### src/smgc_cfg.svh
// Register map, field positions and reset values of the serial module control
`ifndef SMGC_CFG_SVH
`define SMGC_CFG_SVH
`define SMGC_A_MCR 4'h0
`define SMGC_A_TEST 4'h1
`define SMGC_A_ILA 4'h2
`define SMGC_A_IVR 4'h3
`define SMGC_A_ILS 4'h4
`define SMGC_A_PDAT 4'h5
`define SMGC_A_PPIN 4'h6
`define SMGC_A_PAR 4'h7
`define SMGC_A_DDR 4'h8
`define SMGC_A_SCR 4'h9
`define SMGC_A_SSR 4'hA
`define SMGC_A_SDR 4'hB
`define SMGC_A_ACTA 4'hC
`define SMGC_A_ACTB 4'hD
`define SMGC_A_SRC 4'hE
`define SMGC_MCR_STOP 15
`define SMGC_MCR_PRIV 7
`define SMGC_IVR_RST 8'h0F
`define SMGC_VEC_A 2'h0
`define SMGC_VEC_B 2'h1
`define SMGC_VEC_S 2'h2
`define SMGC_SCR_SPE 6
`define SMGC_SCR_MSTR 5
`define SMGC_SCR_SIZE 4
`define SMGC_SCR_LSBF 3
`define SMGC_SCR_SPIE 2
`define SMGC_SSR_SPIF 7
`define SMGC_SSR_WCOL 6
`define SMGC_SSR_MODF 4
`define SMGC_ACT_RE 1
`define SMGC_ACT_TE 0
`define SMGC_PIN_TXA 7
`define SMGC_PIN_RXA 6
`define SMGC_PIN_TXB 5
`define SMGC_PIN_RXB 4
`define SMGC_PIN_SS 3
`define SMGC_PIN_SCK 2
`define SMGC_PIN_MOSI 1
`define SMGC_PIN_MISO 0
`define SMGC_BITS8 5'h08
`define SMGC_BITS16 5'h10
`define SMGC_MCR_MASK 16'h808F
`define SMGC_ILA_MASK 8'h77
`define SMGC_PAR_MASK 8'h0B
`define SMGC_SCR_MASK 8'h7C
`define SMGC_BAUD_RST 8'h04
`define SMGC_BAUD_MIN 8'h02
`endif

### src/smgc_pkg.sv
// Types shared by the serial module control block
package smgc_pkg;
    typedef struct packed {
        logic [7:0] pinOut;
        logic [7:0] pinOe;
    } smgc_pins_t;
    typedef struct packed {
        logic [2:0] level;
        logic [1:0] src;
        logic valid;
    } smgc_req_t;
    typedef enum logic [1:0] {
        SMGC_IDLE = 2'b00,
        SMGC_SHIFT = 2'b01,
        SMGC_DONE = 2'b10
    } smgc_state_t;
endpackage

### src/smgc_top.sv
// Global control, interrupt arbitration, pin muxing and sync serial port
`timescale 1ns/100ps
`include "smgc_cfg.svh"
// Behaviour
// - Stop bit gates most module clocking
// - Stop bit stays until cleared or reset
// - Seven interrupt levels, zero disables
// - Same level: sync, then A, then B
// - Acknowledge enters arbitration on level match
// - Drive arbitration number; highest wins
// - Arbitration number resets zero, no arbitration
// - Vector is base plus interface code
// - Direction register sets each pin direction
// - Assign register selects sync port pins
// - Serial clock pin follows port enable
// - Async enables leave their pins as port I/O
// - Full duplex 8 or 16 bits, order select
// - Master makes clock at selected rate
// - Unselected slave leaves bus alone
// - Write during transfer flags collision
// - Mode fault flags and drops drivers
// - Control register accessible any time
// - Status bits set only by hardware
// - Unimplemented bits ignore writes, read zero
module smgc_top
    import smgc_pkg::*;
(
    // Clock and reset
    input wire logic sys_clk,
    input wire logic rst,
    // Register port
    input wire logic [3:0] regAddr,
    input wire logic [15:0] regWdata,
    input wire logic regWr,
    input wire logic regRd,
    output logic [15:0] regRdata,
    // Async port interrupt sources
    input wire logic asyncAIrqSrc,
    input wire logic asyncBIrqSrc,
    // Interrupt acknowledge on the module bus
    input wire logic iackCycle,
    input wire logic [2:0] iackLevel,
    input wire logic [3:0] arbBusIn,
    output logic [2:0] irqLevel,
    output logic [3:0] arbDrive,
    output logic arbDriveEn,
    output logic [7:0] vecOut,
    output logic vecValid,
    // Clock gate for the rest of the module
    output logic modClkEn,
    // Pins
    input wire logic [7:0] pinIn,
    output smgc_pins_t pins
);
    logic [15:0] mcr_ff;
    logic [7:0] ila_ff;
    logic [7:0] ivr_ff;
    logic [2:0] ils_ff;
    logic [7:0] pdat_ff;
    logic [7:0] par_ff;
    logic [7:0] ddr_ff;
    logic [7:0] scr_ff;
    logic [1:0] acta_ff;
    logic [1:0] actb_ff;
    logic spif_ff;
    logic wcol_ff;
    logic modf_ff;
    logic [15:0] shift_ff;
    logic [15:0] rbuf_ff;
    logic [4:0] bitCnt_ff;
    logic [7:0] baud_ff;
    logic [7:0] divCnt_ff;
    logic sck_ff;
    logic [7:0] pinS1_ff;
    logic [7:0] pinS2_ff;
    logic sckPrev_ff;
    logic statusRead_ff;
    smgc_state_t st_ff;
    logic [15:0] rdata_ff;
    logic [2:0] irq_ff;
    logic [3:0] arb_ff;
    logic arbEn_ff;
    logic [7:0] vec_ff;
    logic vecV_ff;
    logic modClk_ff;
    smgc_pins_t pins_ff;

    // Simultaneous full-duplex shift bit index
    function automatic logic [3:0] bitIdx(input logic [4:0] n,
            input logic sixteen, input logic lsbf);
        logic [4:0] top;
        top = sixteen ? `SMGC_BITS16 : `SMGC_BITS8;
        bitIdx = lsbf ? n[3:0] : 4'(top - 5'h01 - n);
    endfunction

    wire stopOn = mcr_ff[`SMGC_MCR_STOP];
    wire sync_port_enable = scr_ff[`SMGC_SCR_SPE];
    wire mstr = scr_ff[`SMGC_SCR_MSTR];
    wire sixteen = scr_ff[`SMGC_SCR_SIZE];
    wire lsbf = scr_ff[`SMGC_SCR_LSBF];
    wire wrSel = regWr && !stopOn;
    wire [4:0] nBits = sixteen ? `SMGC_BITS16 : `SMGC_BITS8;
    wire ssLow = !pinS2_ff[`SMGC_PIN_SS];
    wire ssAssigned = par_ff[`SMGC_PIN_SS];
    wire slaveSel = sync_port_enable && !mstr && ssAssigned && ssLow;
    wire modeFault = sync_port_enable && mstr && ssAssigned && ssLow;
    wire busy = st_ff == SMGC_SHIFT;
    wire sdrWr = wrSel && regAddr == `SMGC_A_SDR;
    wire sdrRd = regRd && regAddr == `SMGC_A_SDR;
    wire tick = divCnt_ff == baud_ff;
    wire sckIn = pinS2_ff[`SMGC_PIN_SCK];
    wire sckRise = sckIn && !sckPrev_ff;
    wire sckFall = !sckIn && sckPrev_ff;
    wire doneEv = busy && bitCnt_ff == nBits;
    wire misoBit = pinS2_ff[`SMGC_PIN_MISO];
    wire mosiBit = pinS2_ff[`SMGC_PIN_MOSI];
    wire [3:0] curIdx = bitIdx(bitCnt_ff, sixteen, lsbf);
    wire outBit = shift_ff[curIdx];

    // per interface request, zero level disables
    // request held while enabled flag stays
    wire spReq = spif_ff && scr_ff[`SMGC_SCR_SPIE] && ils_ff != 3'h0;
    wire aReq = asyncAIrqSrc && ila_ff[2:0] != 3'h0;
    wire bReq = asyncBIrqSrc && ila_ff[6:4] != 3'h0;
    wire [2:0] lvS = spReq ? ils_ff : 3'h0;
    wire [2:0] lvA = aReq ? ila_ff[2:0] : 3'h0;
    wire [2:0] lvB = bReq ? ila_ff[6:4] : 3'h0;
    wire pickS = lvS != 3'h0 && lvS >= lvA && lvS >= lvB;
    wire pickA = !pickS && lvA != 3'h0 && lvA >= lvB;
    wire [2:0] winLv = pickS ? lvS : (pickA ? lvA : lvB);
    wire [1:0] winSrc = pickS ? `SMGC_VEC_S :
        (pickA ? `SMGC_VEC_A : `SMGC_VEC_B);
    wire arbIn = iackCycle && winLv != 3'h0 && iackLevel == winLv &&
        mcr_ff[3:0] != 4'h0;
    // win when highest number on bus
    wire arbWin = arbIn && mcr_ff[3:0] >= arbBusIn;

    // implemented bits only, others read zero
    wire [15:0] rdMux =
        regAddr == `SMGC_A_MCR ? (mcr_ff & `SMGC_MCR_MASK) :
        regAddr == `SMGC_A_ILA ? {8'h00, ila_ff & `SMGC_ILA_MASK} :
        regAddr == `SMGC_A_IVR ? {8'h00, ivr_ff} :
        regAddr == `SMGC_A_ILS ? {13'h0000, ils_ff} :
        regAddr == `SMGC_A_PDAT ? {8'h00, pdat_ff} :
        regAddr == `SMGC_A_PPIN ? {8'h00, pinS2_ff} :
        regAddr == `SMGC_A_PAR ? {8'h00, par_ff & `SMGC_PAR_MASK} :
        regAddr == `SMGC_A_DDR ? {8'h00, ddr_ff} :
        regAddr == `SMGC_A_SCR ? {baud_ff, scr_ff & `SMGC_SCR_MASK} :
        regAddr == `SMGC_A_SSR ? {8'h00, spif_ff, wcol_ff, 1'b0,
            modf_ff, 4'h0} :
        regAddr == `SMGC_A_SDR ? rbuf_ff :
        regAddr == `SMGC_A_ACTA ? {14'h0000, acta_ff} :
        regAddr == `SMGC_A_ACTB ? {14'h0000, actb_ff} : 16'h0000;

    wire [7:0] serFunc = {acta_ff[`SMGC_ACT_TE],
        acta_ff[`SMGC_ACT_RE], actb_ff[`SMGC_ACT_TE],
        actb_ff[`SMGC_ACT_RE], par_ff[`SMGC_PIN_SS], sync_port_enable,
        par_ff[`SMGC_PIN_MOSI], par_ff[`SMGC_PIN_MISO]};
    // slave drives only data out when selected
    wire serDrvMosi = sync_port_enable && mstr && !modf_ff;
    wire serDrvMiso = slaveSel && !modf_ff;
    wire [7:0] serOut = {pdat_ff[7:4], 1'b1, sck_ff, outBit, outBit};
    wire [7:0] serOk = {4'hF, 1'b0, serDrvMosi, serDrvMosi, serDrvMiso};
    wire [7:0] nxt_oe = ddr_ff & (~serFunc | serOk);
    wire [7:0] nxt_out = (serFunc & serOut) | (~serFunc & pdat_ff);

    always_ff @(posedge sys_clk) begin
        if (rst) begin
            mcr_ff <= 16'h0000;
        end else if (regWr && regAddr == `SMGC_A_MCR) begin
            // stop persists until software clears it
            mcr_ff <= regWdata & `SMGC_MCR_MASK;
        end
    end

    // register writes other than global frozen when stopped
    always_ff @(posedge sys_clk) begin
        if (rst) begin
            ila_ff <= 8'h00;
            ivr_ff <= `SMGC_IVR_RST;
            ils_ff <= 3'h0;
            pdat_ff <= 8'h00;
            par_ff <= 8'h00;
            ddr_ff <= 8'h00;
            scr_ff <= 8'h00;
            baud_ff <= `SMGC_BAUD_RST;
            acta_ff <= 2'h0;
            actb_ff <= 2'h0;
        end else if (wrSel) begin
            case (regAddr)
                `SMGC_A_ILA: ila_ff <= regWdata[7:0] & `SMGC_ILA_MASK;
                `SMGC_A_IVR: ivr_ff <= regWdata[7:0];
                `SMGC_A_ILS: ils_ff <= regWdata[2:0];
                `SMGC_A_PDAT: pdat_ff <= regWdata[7:0];
                `SMGC_A_PAR: par_ff <= regWdata[7:0] & `SMGC_PAR_MASK;
                `SMGC_A_DDR: ddr_ff <= regWdata[7:0];
                `SMGC_A_SCR: begin
                    scr_ff <= regWdata[7:0] & `SMGC_SCR_MASK;
                    baud_ff <= (regWdata[15:8] < `SMGC_BAUD_MIN) ?
                        `SMGC_BAUD_MIN : regWdata[15:8];
                end
                `SMGC_A_ACTA: acta_ff <= regWdata[1:0];
                `SMGC_A_ACTB: actb_ff <= regWdata[1:0];
                default: ila_ff <= ila_ff;
            endcase
        end
    end

    always_ff @(posedge sys_clk) begin
        if (rst) begin
            pinS1_ff <= 8'hFF;
            pinS2_ff <= 8'hFF;
            sckPrev_ff <= 1'b1;
        end else begin
            pinS1_ff <= pinIn;
            pinS2_ff <= pinS1_ff;
            sckPrev_ff <= sckIn;
        end
    end

    // baud divider, half bit per tick
    always_ff @(posedge sys_clk) begin
        if (rst || !busy || !mstr || tick) begin
            divCnt_ff <= 8'h00;
        end else if (!stopOn) begin
            divCnt_ff <= divCnt_ff + 8'h01;
        end
    end

    // transfer engine, shift out and in together
    always_ff @(posedge sys_clk) begin
        if (rst) begin
            st_ff <= SMGC_IDLE;
            shift_ff <= 16'h0000;
            rbuf_ff <= 16'h0000;
            bitCnt_ff <= 5'h00;
            sck_ff <= 1'b0;
        end else if (!stopOn) begin
            case (st_ff)
                SMGC_IDLE: begin
                    sck_ff <= 1'b0;
                    bitCnt_ff <= 5'h00;
                    if (sdrWr) begin
                        shift_ff <= regWdata;
                        st_ff <= (sync_port_enable && (mstr ? !modf_ff : 1'b1)) ?
                            SMGC_SHIFT : SMGC_IDLE;
                    end
                end
                SMGC_SHIFT: begin
                    if (!sync_port_enable || modeFault) begin
                        st_ff <= SMGC_IDLE;
                    end else if (doneEv) begin
                        rbuf_ff <= shift_ff;
                        st_ff <= SMGC_DONE;
                    end else if (mstr ? (tick && !sck_ff) :
                            (slaveSel && sckRise)) begin
                        sck_ff <= mstr;
                        shift_ff[curIdx] <= mstr ? misoBit : mosiBit;
                    end else if (mstr ? (tick && sck_ff) :
                            (slaveSel && sckFall)) begin
                        sck_ff <= 1'b0;
                        bitCnt_ff <= bitCnt_ff + 5'h01;
                    end
                end
                SMGC_DONE: st_ff <= SMGC_IDLE;
                default: st_ff <= SMGC_IDLE;
            endcase
        end
    end

    // hardware sets flags; read then access clears
    always_ff @(posedge sys_clk) begin
        if (rst) begin
            spif_ff <= 1'b0;
            wcol_ff <= 1'b0;
            modf_ff <= 1'b0;
            statusRead_ff <= 1'b0;
        end else begin
            if (regRd && regAddr == `SMGC_A_SSR) begin
                statusRead_ff <= 1'b1;
            end else if (sdrRd || sdrWr) begin
                statusRead_ff <= 1'b0;
            end
            spif_ff <= (st_ff == SMGC_DONE) ||
                (spif_ff && !(statusRead_ff && (sdrRd || sdrWr)));
            wcol_ff <= (sdrWr && busy) ||
                (wcol_ff && !(statusRead_ff && (sdrRd || sdrWr)));
            modf_ff <= modeFault || (modf_ff && !(statusRead_ff &&
                wrSel && regAddr == `SMGC_A_SCR));
        end
    end

    always_ff @(posedge sys_clk) begin
        if (rst) begin
            rdata_ff <= 16'h0000;
            irq_ff <= 3'h0;
            arb_ff <= 4'h0;
            arbEn_ff <= 1'b0;
            vec_ff <= 8'h00;
            vecV_ff <= 1'b0;
            modClk_ff <= 1'b1;
            pins_ff <= '0;
        end else begin
            rdata_ff <= regRd ? rdMux : 16'h0000;
            irq_ff <= winLv;
            arb_ff <= arbIn ? mcr_ff[3:0] : 4'h0;
            arbEn_ff <= arbIn;
            // vector from base and interface code
            vec_ff <= arbWin ? {ivr_ff[7:2], winSrc} : 8'h00;
            vecV_ff <= arbWin;
            modClk_ff <= !stopOn;
            pins_ff.pinOut <= nxt_out;
            pins_ff.pinOe <= nxt_oe;
        end
    end

    assign regRdata = rdata_ff;
    assign irqLevel = irq_ff;
    assign arbDrive = arb_ff;
    assign arbDriveEn = arbEn_ff;
    assign vecOut = vec_ff;
    assign vecValid = vecV_ff;
    assign modClkEn = modClk_ff;
    assign pins = pins_ff;

    noarb_zero_a: assert property (@(posedge sys_clk) disable iff (rst)
        mcr_ff[3:0] == 4'h0 |=> !arbDriveEn)
        else $error("arbitration with zero number");
    vec_form_a: assert property (@(posedge sys_clk) disable iff (rst)
        vecValid |-> vecOut[7:2] == $past(ivr_ff[7:2]))
        else $error("vector base wrong");
    ack_match_a: assert property (@(posedge sys_clk) disable iff (rst)
        arbDriveEn |-> $past(iackLevel) == $past(winLv))
        else $error("arbitration without level match");
    prio_order_a: assert property (@(posedge sys_clk) disable iff (rst)
        (spReq && aReq && ils_ff == ila_ff[2:0]) |-> winSrc == `SMGC_VEC_S)
        else $error("priority order wrong");
    lvl_zero_a: assert property (@(posedge sys_clk) disable iff (rst)
        (ils_ff == 3'h0 && ila_ff == 8'h00) |=> irqLevel == 3'h0)
        else $error("request at level zero");
    stop_hold_a: assert property (@(posedge sys_clk) disable iff (rst)
        (stopOn && !(regWr && regAddr == `SMGC_A_MCR)) |=> stopOn)
        else $error("stop bit dropped");
    stop_gate_a: assert property (@(posedge sys_clk) disable iff (rst)
        stopOn |=> !modClkEn)
        else $error("clock not gated");
    wcol_set_a: assert property (@(posedge sys_clk) disable iff (rst)
        (sdrWr && busy) |=> wcol_ff)
        else $error("collision missed");
    modf_drv_a: assert property (@(posedge sys_clk) disable iff (rst)
        modf_ff |=> !pins.pinOe[`SMGC_PIN_MOSI] || !serFunc[1])
        else $error("drivers on after fault");
    slave_quiet_a: assert property (@(posedge sys_clk) disable iff (rst)
        (sync_port_enable && !mstr && !slaveSel && par_ff[0]) |=> !pins.pinOe[0])
        else $error("unselected slave drives");
endmodule

### config.mk
export PLATFORM = sky130hd
export DESIGN_NAME = smgc_top
export DESIGN_NICKNAME = d
export VERILOG_FILES = /design/src/smgc_pkg.sv /design/src/smgc_top.sv
export VERILOG_INCLUDE_DIRS = /design/src
export SDC_FILE = /design/constraint.sdc
export NUM_CORES = 1
export LEC_CHECK = 0
export ABC_CLOCK_PERIOD_IN_PS = 3500
export BUFFER_PORTS_ARGS = -buffer_cell sky130_fd_sc_hd__clkbuf_2
export CELL_PAD_IN_SITES_DETAIL_PLACEMENT = 1
export CELL_PAD_IN_SITES_GLOBAL_PLACEMENT = 2
export CORE_ASPECT_RATIO = 1.25
export CORE_UTILIZATION = 36
export DETAILED_ROUTE_END_ITERATION = 10
export GPL_TIMING_DRIVEN = 0
export PLACE_DENSITY = 0.9
export SETUP_SLACK_MARGIN = 0.15
export SKIP_CTS_REPAIR_TIMING = 1
export SLEW_MARGIN = 20
export SYNTH_ARGS = -nofsm -noshare
export SYNTH_HDL_FRONTEND = slang
export SYNTH_SLANG_ARGS = --single-unit
### constraint.sdc
create_clock -name sys_clk -period 3.5 [get_ports sys_clk]
set_input_delay 0.175 -clock sys_clk [delete_from_list [all_inputs] [get_ports sys_clk]]
set_output_delay 0.175 -clock sys_clk [all_outputs]
set_load 0.01 [all_outputs]
==> impl_metrics.env, run 1 <==
export IMPL_status="complete, no violations"
export IMPL_yosys_area_top_type="dfxtp_1"
export IMPL_final_core_util=0.428
export IMPL_drt_wl_total_um=30200
export IMPL_setup_viol=0
export IMPL_synth_edf_count=0
export IMPL_r2r_end="arbDrive[3]"
export IMPL_grt_pass1_wl_um=46500
export IMPL_multi_input_area_um2=4730
export IMPL_stdcell_count=1441
export IMPL_diodes=0
export IMPL_yosysWarningCount=0
export IMPL_fill_cells=2861
export IMPL_p_comb_frac=0.070
export IMPL_grt_max_degree=17
export IMPL_period_share=0.887
export IMPL_ys_ff_latch=178
export IMPL_synth_common_cells="dfxtp_1 (178), nand2_1 (127), nor2_1 (86)"
export IMPL_rsz0062_at_grt="false"
export IMPL_ys_flop_type="dfxtp_1"
export IMPL_wire_per_inst_um=21.0
export IMPL_internal_power_mw=3.35
export IMPL_dr_wl_met3_um=1080
export IMPL_critical_path_max_stage_delay_ps=570
export IMPL_seq_area_frac_synth=0.412
export IMPL_synth_top_family_by_area="simple AND/OR/NAND/NOR gates"
export IMPL_worstSkewPairLatency_ps=440
export IMPL_avgSynthCellArea_um2=8.43
export IMPL_clk_pin_slew_worst_paths_ps=70
export IMPL_clock_skew_ps=9.23
export IMPL_drtIter0Drc=519
export IMPL_critPathKind="flip-flop to flip-flop"
export IMPL_track_usage=0.249
export IMPL_netlist_area_um2=8640
export IMPL_crit_buf_inv=1
export IMPL_synth_top_area_share=0.412
export IMPL_path_delay_family="compound AO/OA/AOI/OAI gates"
export IMPL_htreeDepth=4
export IMPL_io_pins=92
export IMPL_cp_start_kind="flip-flop"
export IMPL_worst_hold_slack_ps=5.75
export IMPL_initial_core_util=0.366
export IMPL_hold_viol_final=0
export IMPL_gp_congestion=0.940
export IMPL_synthCells=1026
export IMPL_route_vias_total=8117
export IMPL_clock_sinks=178
export IMPL_antenna_found_initial=0
export IMPL_port_buffer_count=84
export IMPL_worstMarginPinSlew_ps=896
export IMPL_async_flop_share=0
export IMPL_power_density_nw_per_um2=435
export IMPL_crit_slowest_cell="o32ai_1"
export IMPL_post_dp_hpwl_um=22600
export IMPL_finalMaxSlewViolations=0
export IMPL_synth_compound_area_share=0.151
export IMPL_setup_ws_ps=396
export IMPL_power_leakage_nw=3.85
export IMPL_globalRouteOverflowTotal=0
export IMPL_pwr_share_clk=0.460
export IMPL_drive_above_1_share=0.149
export IMPL_regToRegStartpoint="ila_ff[0]"
export IMPL_min_to="baud_ff[5]"
export IMPL_synth_nets=1081
export IMPL_path_max_fanout=10
export IMPL_final_nets=1192
export IMPL_rows=63
export IMPL_synth_distinct_cells=65
export IMPL_end_kind="flip-flop"
export IMPL_route_detailed_drc=0
export IMPL_area_sequential_um2=3560
export IMPL_cts_root_buffer="clkbuf_16"
export IMPL_die_height_um=175
export IMPL_top_layer="met4"
export IMPL_hold_start="regWdata[13]"
export IMPL_die_area_um2=24600
export IMPL_hold_class="input port to flip-flop"
export IMPL_peakVddDrop_uv=346
export IMPL_cts_tree="done"
export IMPL_dr_pass1_iters=6
export IMPL_grt_pass1_vias=8119
export IMPL_synth_xor_area_frac=0.0203
export IMPL_preCtsSetupSlack_ps=338
export IMPL_fmax_ghz=0.322
export IMPL_rr_worst_depth=9
export IMPL_core_area_um2=23600
export IMPL_critPathArrivalTime_ps=3400
export IMPL_syn2layout_area_growth_pct=17.2
export IMPL_yosys_area_share_simple=0.247
export IMPL_synthMuxAreaShare=0.109
export IMPL_synthTopCellsByArea="dfxtp_1 (41%), mux2i_1 (6.8%), nand2_1 (5.5%)"
export IMPL_critPathRequiredTime_ps=3800
export IMPL_synth_most_common_cell="dfxtp_1"
export IMPL_cts_buffers=17
export IMPL_swShare=0.239
export IMPL_setup_tns_ps=0
export IMPL_postRouteAntennaNets=0
export IMPL_seqPwrFrac=0.470
export IMPL_routed_via_density=5.63
export IMPL_worstPathCellList="nand2_1, ha_1, nand2b_1, a211oi_1, o31ai_1, and3b_1, o32ai_1, clkbuf_1, nor4b_1"
export IMPL_drt_met1_wl_um=12200
export IMPL_wl_met2_um=15800
export IMPL_power_switching_mw=1.05
export IMPL_whs_path_depth=3
export IMPL_clock_path_buffers=2
export IMPL_place_inst=1402
export IMPL_yosys_area_share_adder=0.0188
export IMPL_rrSetupSlack_ps=400
export IMPL_die_w_um=141
export IMPL_relSlewSlack=0.403
export IMPL_period_needed_ps=3100
export IMPL_maxCapViolCount=0
==> worst register-to-register path, cell delays in order (launching register included) <==
cell and delay (ps):
dfxtp_1 480, nand2_1 150, ha_1 320, nand2b_1 200, a211oi_1 340, o31ai_1 160
and3b_1 210, o32ai_1 570, clkbuf_1 450, nor4b_1 100
==> layer usage <==
metal,GRT usage,vias up
met5,0,-
met4,0.105,0
met3,0.0374,64
met2,0.467,229
met1,0.278,4003
li1,-,3821
==> layout make-up <==
type / count / share of cell area
Multi-Input combinational cell: 758 / 0.467
Sequential cell: 178 / 0.352
Timing Repair Buffer: 92 / 0.0494
Clock buffer: 23 / 0.0482
Tap cell: 292 / 0.0361
Buffer: 69 / 0.0277
Clock inverter: 8 / 0.0124
Inverter: 21 / 0.00778
==> power by group through the flow <==
| stage | clock network, mW | logic (mW) | registers (mW) |
|---|---|---|---|
| floorplan | 0 | 0.173 | 2.11 |
| global placement | 0 | 0.292 | 2.12 |
| detailed placement | 0 | 0.297 | 2.12 |
| CTS | 2.04 | 0.299 | 2.07 |
| global route | 2.12 | 0.331 | 2.07 |
| finish | 2.02 | 0.308 | 2.07 |
==> worst max-delay path by stage <==
| stage | start | end | cells after the start |
|---|---|---|---|
| after floorplan | ila_ff[0] | arbDrive[3] | 9 |
| after global placement | spif_ff | vecOut[4] | 10 |
| after detailed placement | spif_ff | vecOut[7] | 10 |
| after CTS | spif_ff | vecOut[7] | 10 |
| after global routing | ila_ff[0] | arbDrive[3] | 9 |
| final | ila_ff[0] | arbDrive[3] | 9 |
==> sequential cells by signal, summed over array words and instances (netlist names), 16 cells and up <==
signal / flops
pins: 16
rbuf_ff: 16
regRdata: 16
shift_ff: 16
==> through the flow <==
stage	power [mW]	instance area, um2
floorplan	2.28	8640
finish	4.40	10100
detailed placement	2.41	9430
global route	4.52	10100
global placement	2.41	9430
CTS	4.41	10000
==> logic make-up after synthesis <==
family	Yosys count
AND/OR/NAND/NOR	427
buffers and inverters	90
AO/OA/AOI/OAI	216
XOR/XNOR	20
adder cells (fa/ha/maj)	13
multiplexers	82
flip-flops	178
==> cell usage in the layout (no fill, tap or decap), drive strengths merged, types with 30 or more instances in the layout <==
| cell | instances |
|---|---|
| dfxtp | 178 |
| clkbuf | 156 |
| nand2 | 127 |
| nor2 | 86 |
| a21oi | 78 |
| o21ai | 64 |
| mux2i | 59 |
| nand3 | 38 |
| nand2b | 32 |
| nor2b | 30 |
Power figures use the tool's default switching activity.
==> run 2, diff against run 1 <==
Settings changed: ABC_AREA set to 1, CORE_UTILIZATION 36 to 33, PLACE_DENSITY 0.9 to 0.88.
==> run 2 against run 1 <==
  * Register-to-register slack better by 530 ps
  * Via count is 6.3% lower
  * Sequential share of layout area is 3.1 points higher
  * Core utilization is 2.6 points lower
  * Critical endpoint is now vecOut[5]
  * Largest power group unchanged
==> impl_metrics.env, run 2 <==
export IMPL_critPathKind="flip-flop to flip-flop"
export IMPL_synth_edf_count=0
export IMPL_yosys_area_share_simple=0.186
export IMPL_final_nets=1221
export IMPL_fmax_ghz=0.389
export IMPL_seq_area_frac_synth=0.456
export IMPL_cp_common_cell="nand2_1"
export IMPL_swShare=0.251
export IMPL_synthMuxAreaShare=0
export IMPL_cp_start_kind="flip-flop"
export IMPL_die_w_um=140
export IMPL_pwr_share_clk=0.456
export IMPL_worstPathCellList="nor2_1, nand2_1, nand2_1, nor2_1, ha_1, inv_1, nand2_1, nand4_1, nand2_1, nand2_2, nand2_1, nand2_2, nand3_1, nand2_1, nor2_1, nand2_1, nand2_1, nor2_4, nand4_4, nor2_1"
export IMPL_setup_tns_ps=0
export IMPL_track_usage=0.231
export IMPL_die_height_um=174
export IMPL_internal_power_mw=3.29
export IMPL_clock_skew_ps=14.7
export IMPL_synth_most_common_cell="dfxtp_1"
export IMPL_port_buffer_count=91
export IMPL_netlist_area_um2=7810
export IMPL_dr_pass1_iters=5
export IMPL_core_area_um2=23100
export IMPL_yosys_area_share_adder=0.0208
export IMPL_route_detailed_drc=0
export IMPL_gp_congestion=0.898
export IMPL_htreeDepth=4
export IMPL_cts_root_buffer="clkbuf_16"
export IMPL_final_common_cell="dfxtp_1"
export IMPL_synthCells=1048
export IMPL_period_share=0.734
export IMPL_critPathArrivalTime_ps=2940
export IMPL_peakVddDrop_uv=311
export IMPL_synthTopCellsByArea="dfxtp_1 (46%), o21ai_0 (8.3%), a21oi_1 (8.3%)"
export IMPL_grt_pass1_vias=7832
export IMPL_io_pins=92
export IMPL_clk_pin_slew_worst_paths_ps=70
export IMPL_setup_viol=0
export IMPL_hold_class="input port to flip-flop"
export IMPL_synth_top_family_by_area="compound AO/OA/AOI/OAI gates"
export IMPL_synth_nets=1103
export IMPL_postRouteAntennaNets=0
export IMPL_area_sequential_um2=3560
export IMPL_period_needed_ps=2570
export IMPL_cts_tree="done"
export IMPL_drive_above_1_share=0.141
export IMPL_finalMaxSlewViolations=0
export IMPL_crit_buf_inv=1
export IMPL_worstSkewPairLatency_ps=450
export IMPL_final_cell_mix="dfxtp_1 (178), nand2_1 (157), inv_1 (157)"
export IMPL_path_delay_family="simple AND/OR/NAND/NOR gates"
export IMPL_drt_wl_total_um=27000
export IMPL_grt_pass1_wl_um=42600
export IMPL_rows=62
export IMPL_relSlewSlack=0.392
export IMPL_initial_core_util=0.338
export IMPL_synth_compound_area_share=0.223
export IMPL_end_kind="flip-flop"
export IMPL_power_leakage_nw=3.92
export IMPL_die_area_um2=24300
export IMPL_grt_max_degree=17
export IMPL_crit_slowest_cell="dfxtp_1"
export IMPL_p_comb_frac=0.070
export IMPL_routed_via_density=5.18
export IMPL_clock_path_buffers=2
export IMPL_power_density_nw_per_um2=472
export IMPL_avgSynthCellArea_um2=7.45
export IMPL_critical_path_max_stage_delay_ps=360
export IMPL_cts_buffers=17
export IMPL_synth_common_cells="dfxtp_1 (178), inv_1 (157), nand2_1 (157)"
export IMPL_status="complete, no violations"
export IMPL_ys_flop_type="dfxtp_1"
export IMPL_clock_sinks=178
export IMPL_placed_cell_area_um2=8630
export IMPL_worstMarginPinSlew_ps=911
export IMPL_yosysWarningCount=0
export IMPL_diodes=0
export IMPL_fill_cells=2892
export IMPL_synth_top_area_share=0.456
export IMPL_hold_viol_final=0
export IMPL_synth_distinct_cells=44
export IMPL_wire_per_inst_um=18.4
export IMPL_syn2layout_area_growth_pct=19.2
export IMPL_synth_xor_area_frac=0.0168
export IMPL_antenna_found_initial=0
export IMPL_critPathRequiredTime_ps=3870
export IMPL_power_switching_mw=1.11
export IMPL_async_flop_share=0
export IMPL_path_max_fanout=9
export IMPL_yosys_area_top_type="dfxtp_1"
export IMPL_seqPwrFrac=0.473
export IMPL_maxCapViolCount=0
export IMPL_rsz0062_at_grt="false"
export IMPL_drtIter0Drc=408
export IMPL_post_dp_hpwl_um=20400
export IMPL_multi_input_area_um2=3500
export IMPL_stdcell_area_um2=9310
export IMPL_globalRouteOverflowTotal=0
export IMPL_route_vias_total=7605
export IMPL_ys_ff_latch=178
run 2: cell types whose count changed after synthesis, sizes merged, moves of 12 or more:
| cell | previous run | this run |
|---|---|---|
| nand2 | 127 | 163 |
| buf | 20 | 8 |
| clkbuf | 49 | 27 |
| mux2i | 59 | 0 |
| nor2b | 30 | 0 |
| mux2 | 15 | 0 |
| inv | 21 | 158 |
| nand2b | 32 | 0 |
| a21oi | 78 | 131 |
| o21ai | 64 | 133 |
run 2: metal layers:
| layer | GRT usage | wire, um | up-vias |
|---|---|---|---|
| met2 | 0.408 | 13400 | 175 |
| met5 | 0 | 0 | - |
| met3 | 0.0419 | 891 | 82 |
| li1 | - | - | 3706 |
| met4 | 0.140 | 1400 | 0 |
| met1 | 0.258 | 11300 | 3642 |
run 2: cell families (layout without fill, tap and decap cells):
group,Yosys count,in the layout
DFF,178,178
adders and majority gates,13,13
buffers and inverters,196,327
and+or+nand+nor,330,330
xor gates and xnor gates,15,15
AOI/OAI and AO/OA,316,316
run 2: final cells by class:
class / instances / share of cell area
clock inverters: 14 / 0.0191
plain buffers: 35 / 0.0157
well taps: 288 / 0.0387
multi-input cells: 674 / 0.375
repair buffers: 99 / 0.0575
flip-flops and latches: 178 / 0.383
clock buffers: 18 / 0.0461
inverters: 161 / 0.0649
run 2: final timing paths:
check | from | end | slack (ps) | depth (start not counted)
max | ila_ff[6] | vecOut[5] | 930 | 20
min | regWdata[13] | baud_ff[5] | 40 | 3
max reg2reg | ila_ff[6] | vecOut[5] | 930 | 20
min reg2reg | pinS1_ff[6] | pinS2_ff[6] | 410 | 1
run 2: power groups by stage:
stage	logic (mW)	clock network (mW)	registers (mW)
after CTS	0.302	2.04	2.08
after global placement	0.295	0	2.13
after detailed placement	0.300	0	2.13
after global routing	0.344	2.12	2.08
after floorplan	0.166	0	2.12
final	0.309	2.01	2.08
run 2: per-stage QoR:
stage | std cells | setup slack (ps) | hold WS, ps | power, mW | utilization
finish | 1467 | 930 | 36.1 | 4.40 | 0.403
global route | 1467 | 608 | 40.7 | 4.55 | 0.403
CTS | 1459 | 910 | -102 | 4.42 | 0.399
detailed placement | 1427 | 946 | 362 | 2.43 | 0.373
global placement | 1427 | 1010 | 360 | 2.42 | 0.373
floorplan | 1048 | 1450 | 279 | 2.29 | -
run 2: worst min-delay path, cell delays in order:
cell and delay, ps:
clkbuf_2 70, inv_1 70, a21oi_1 120
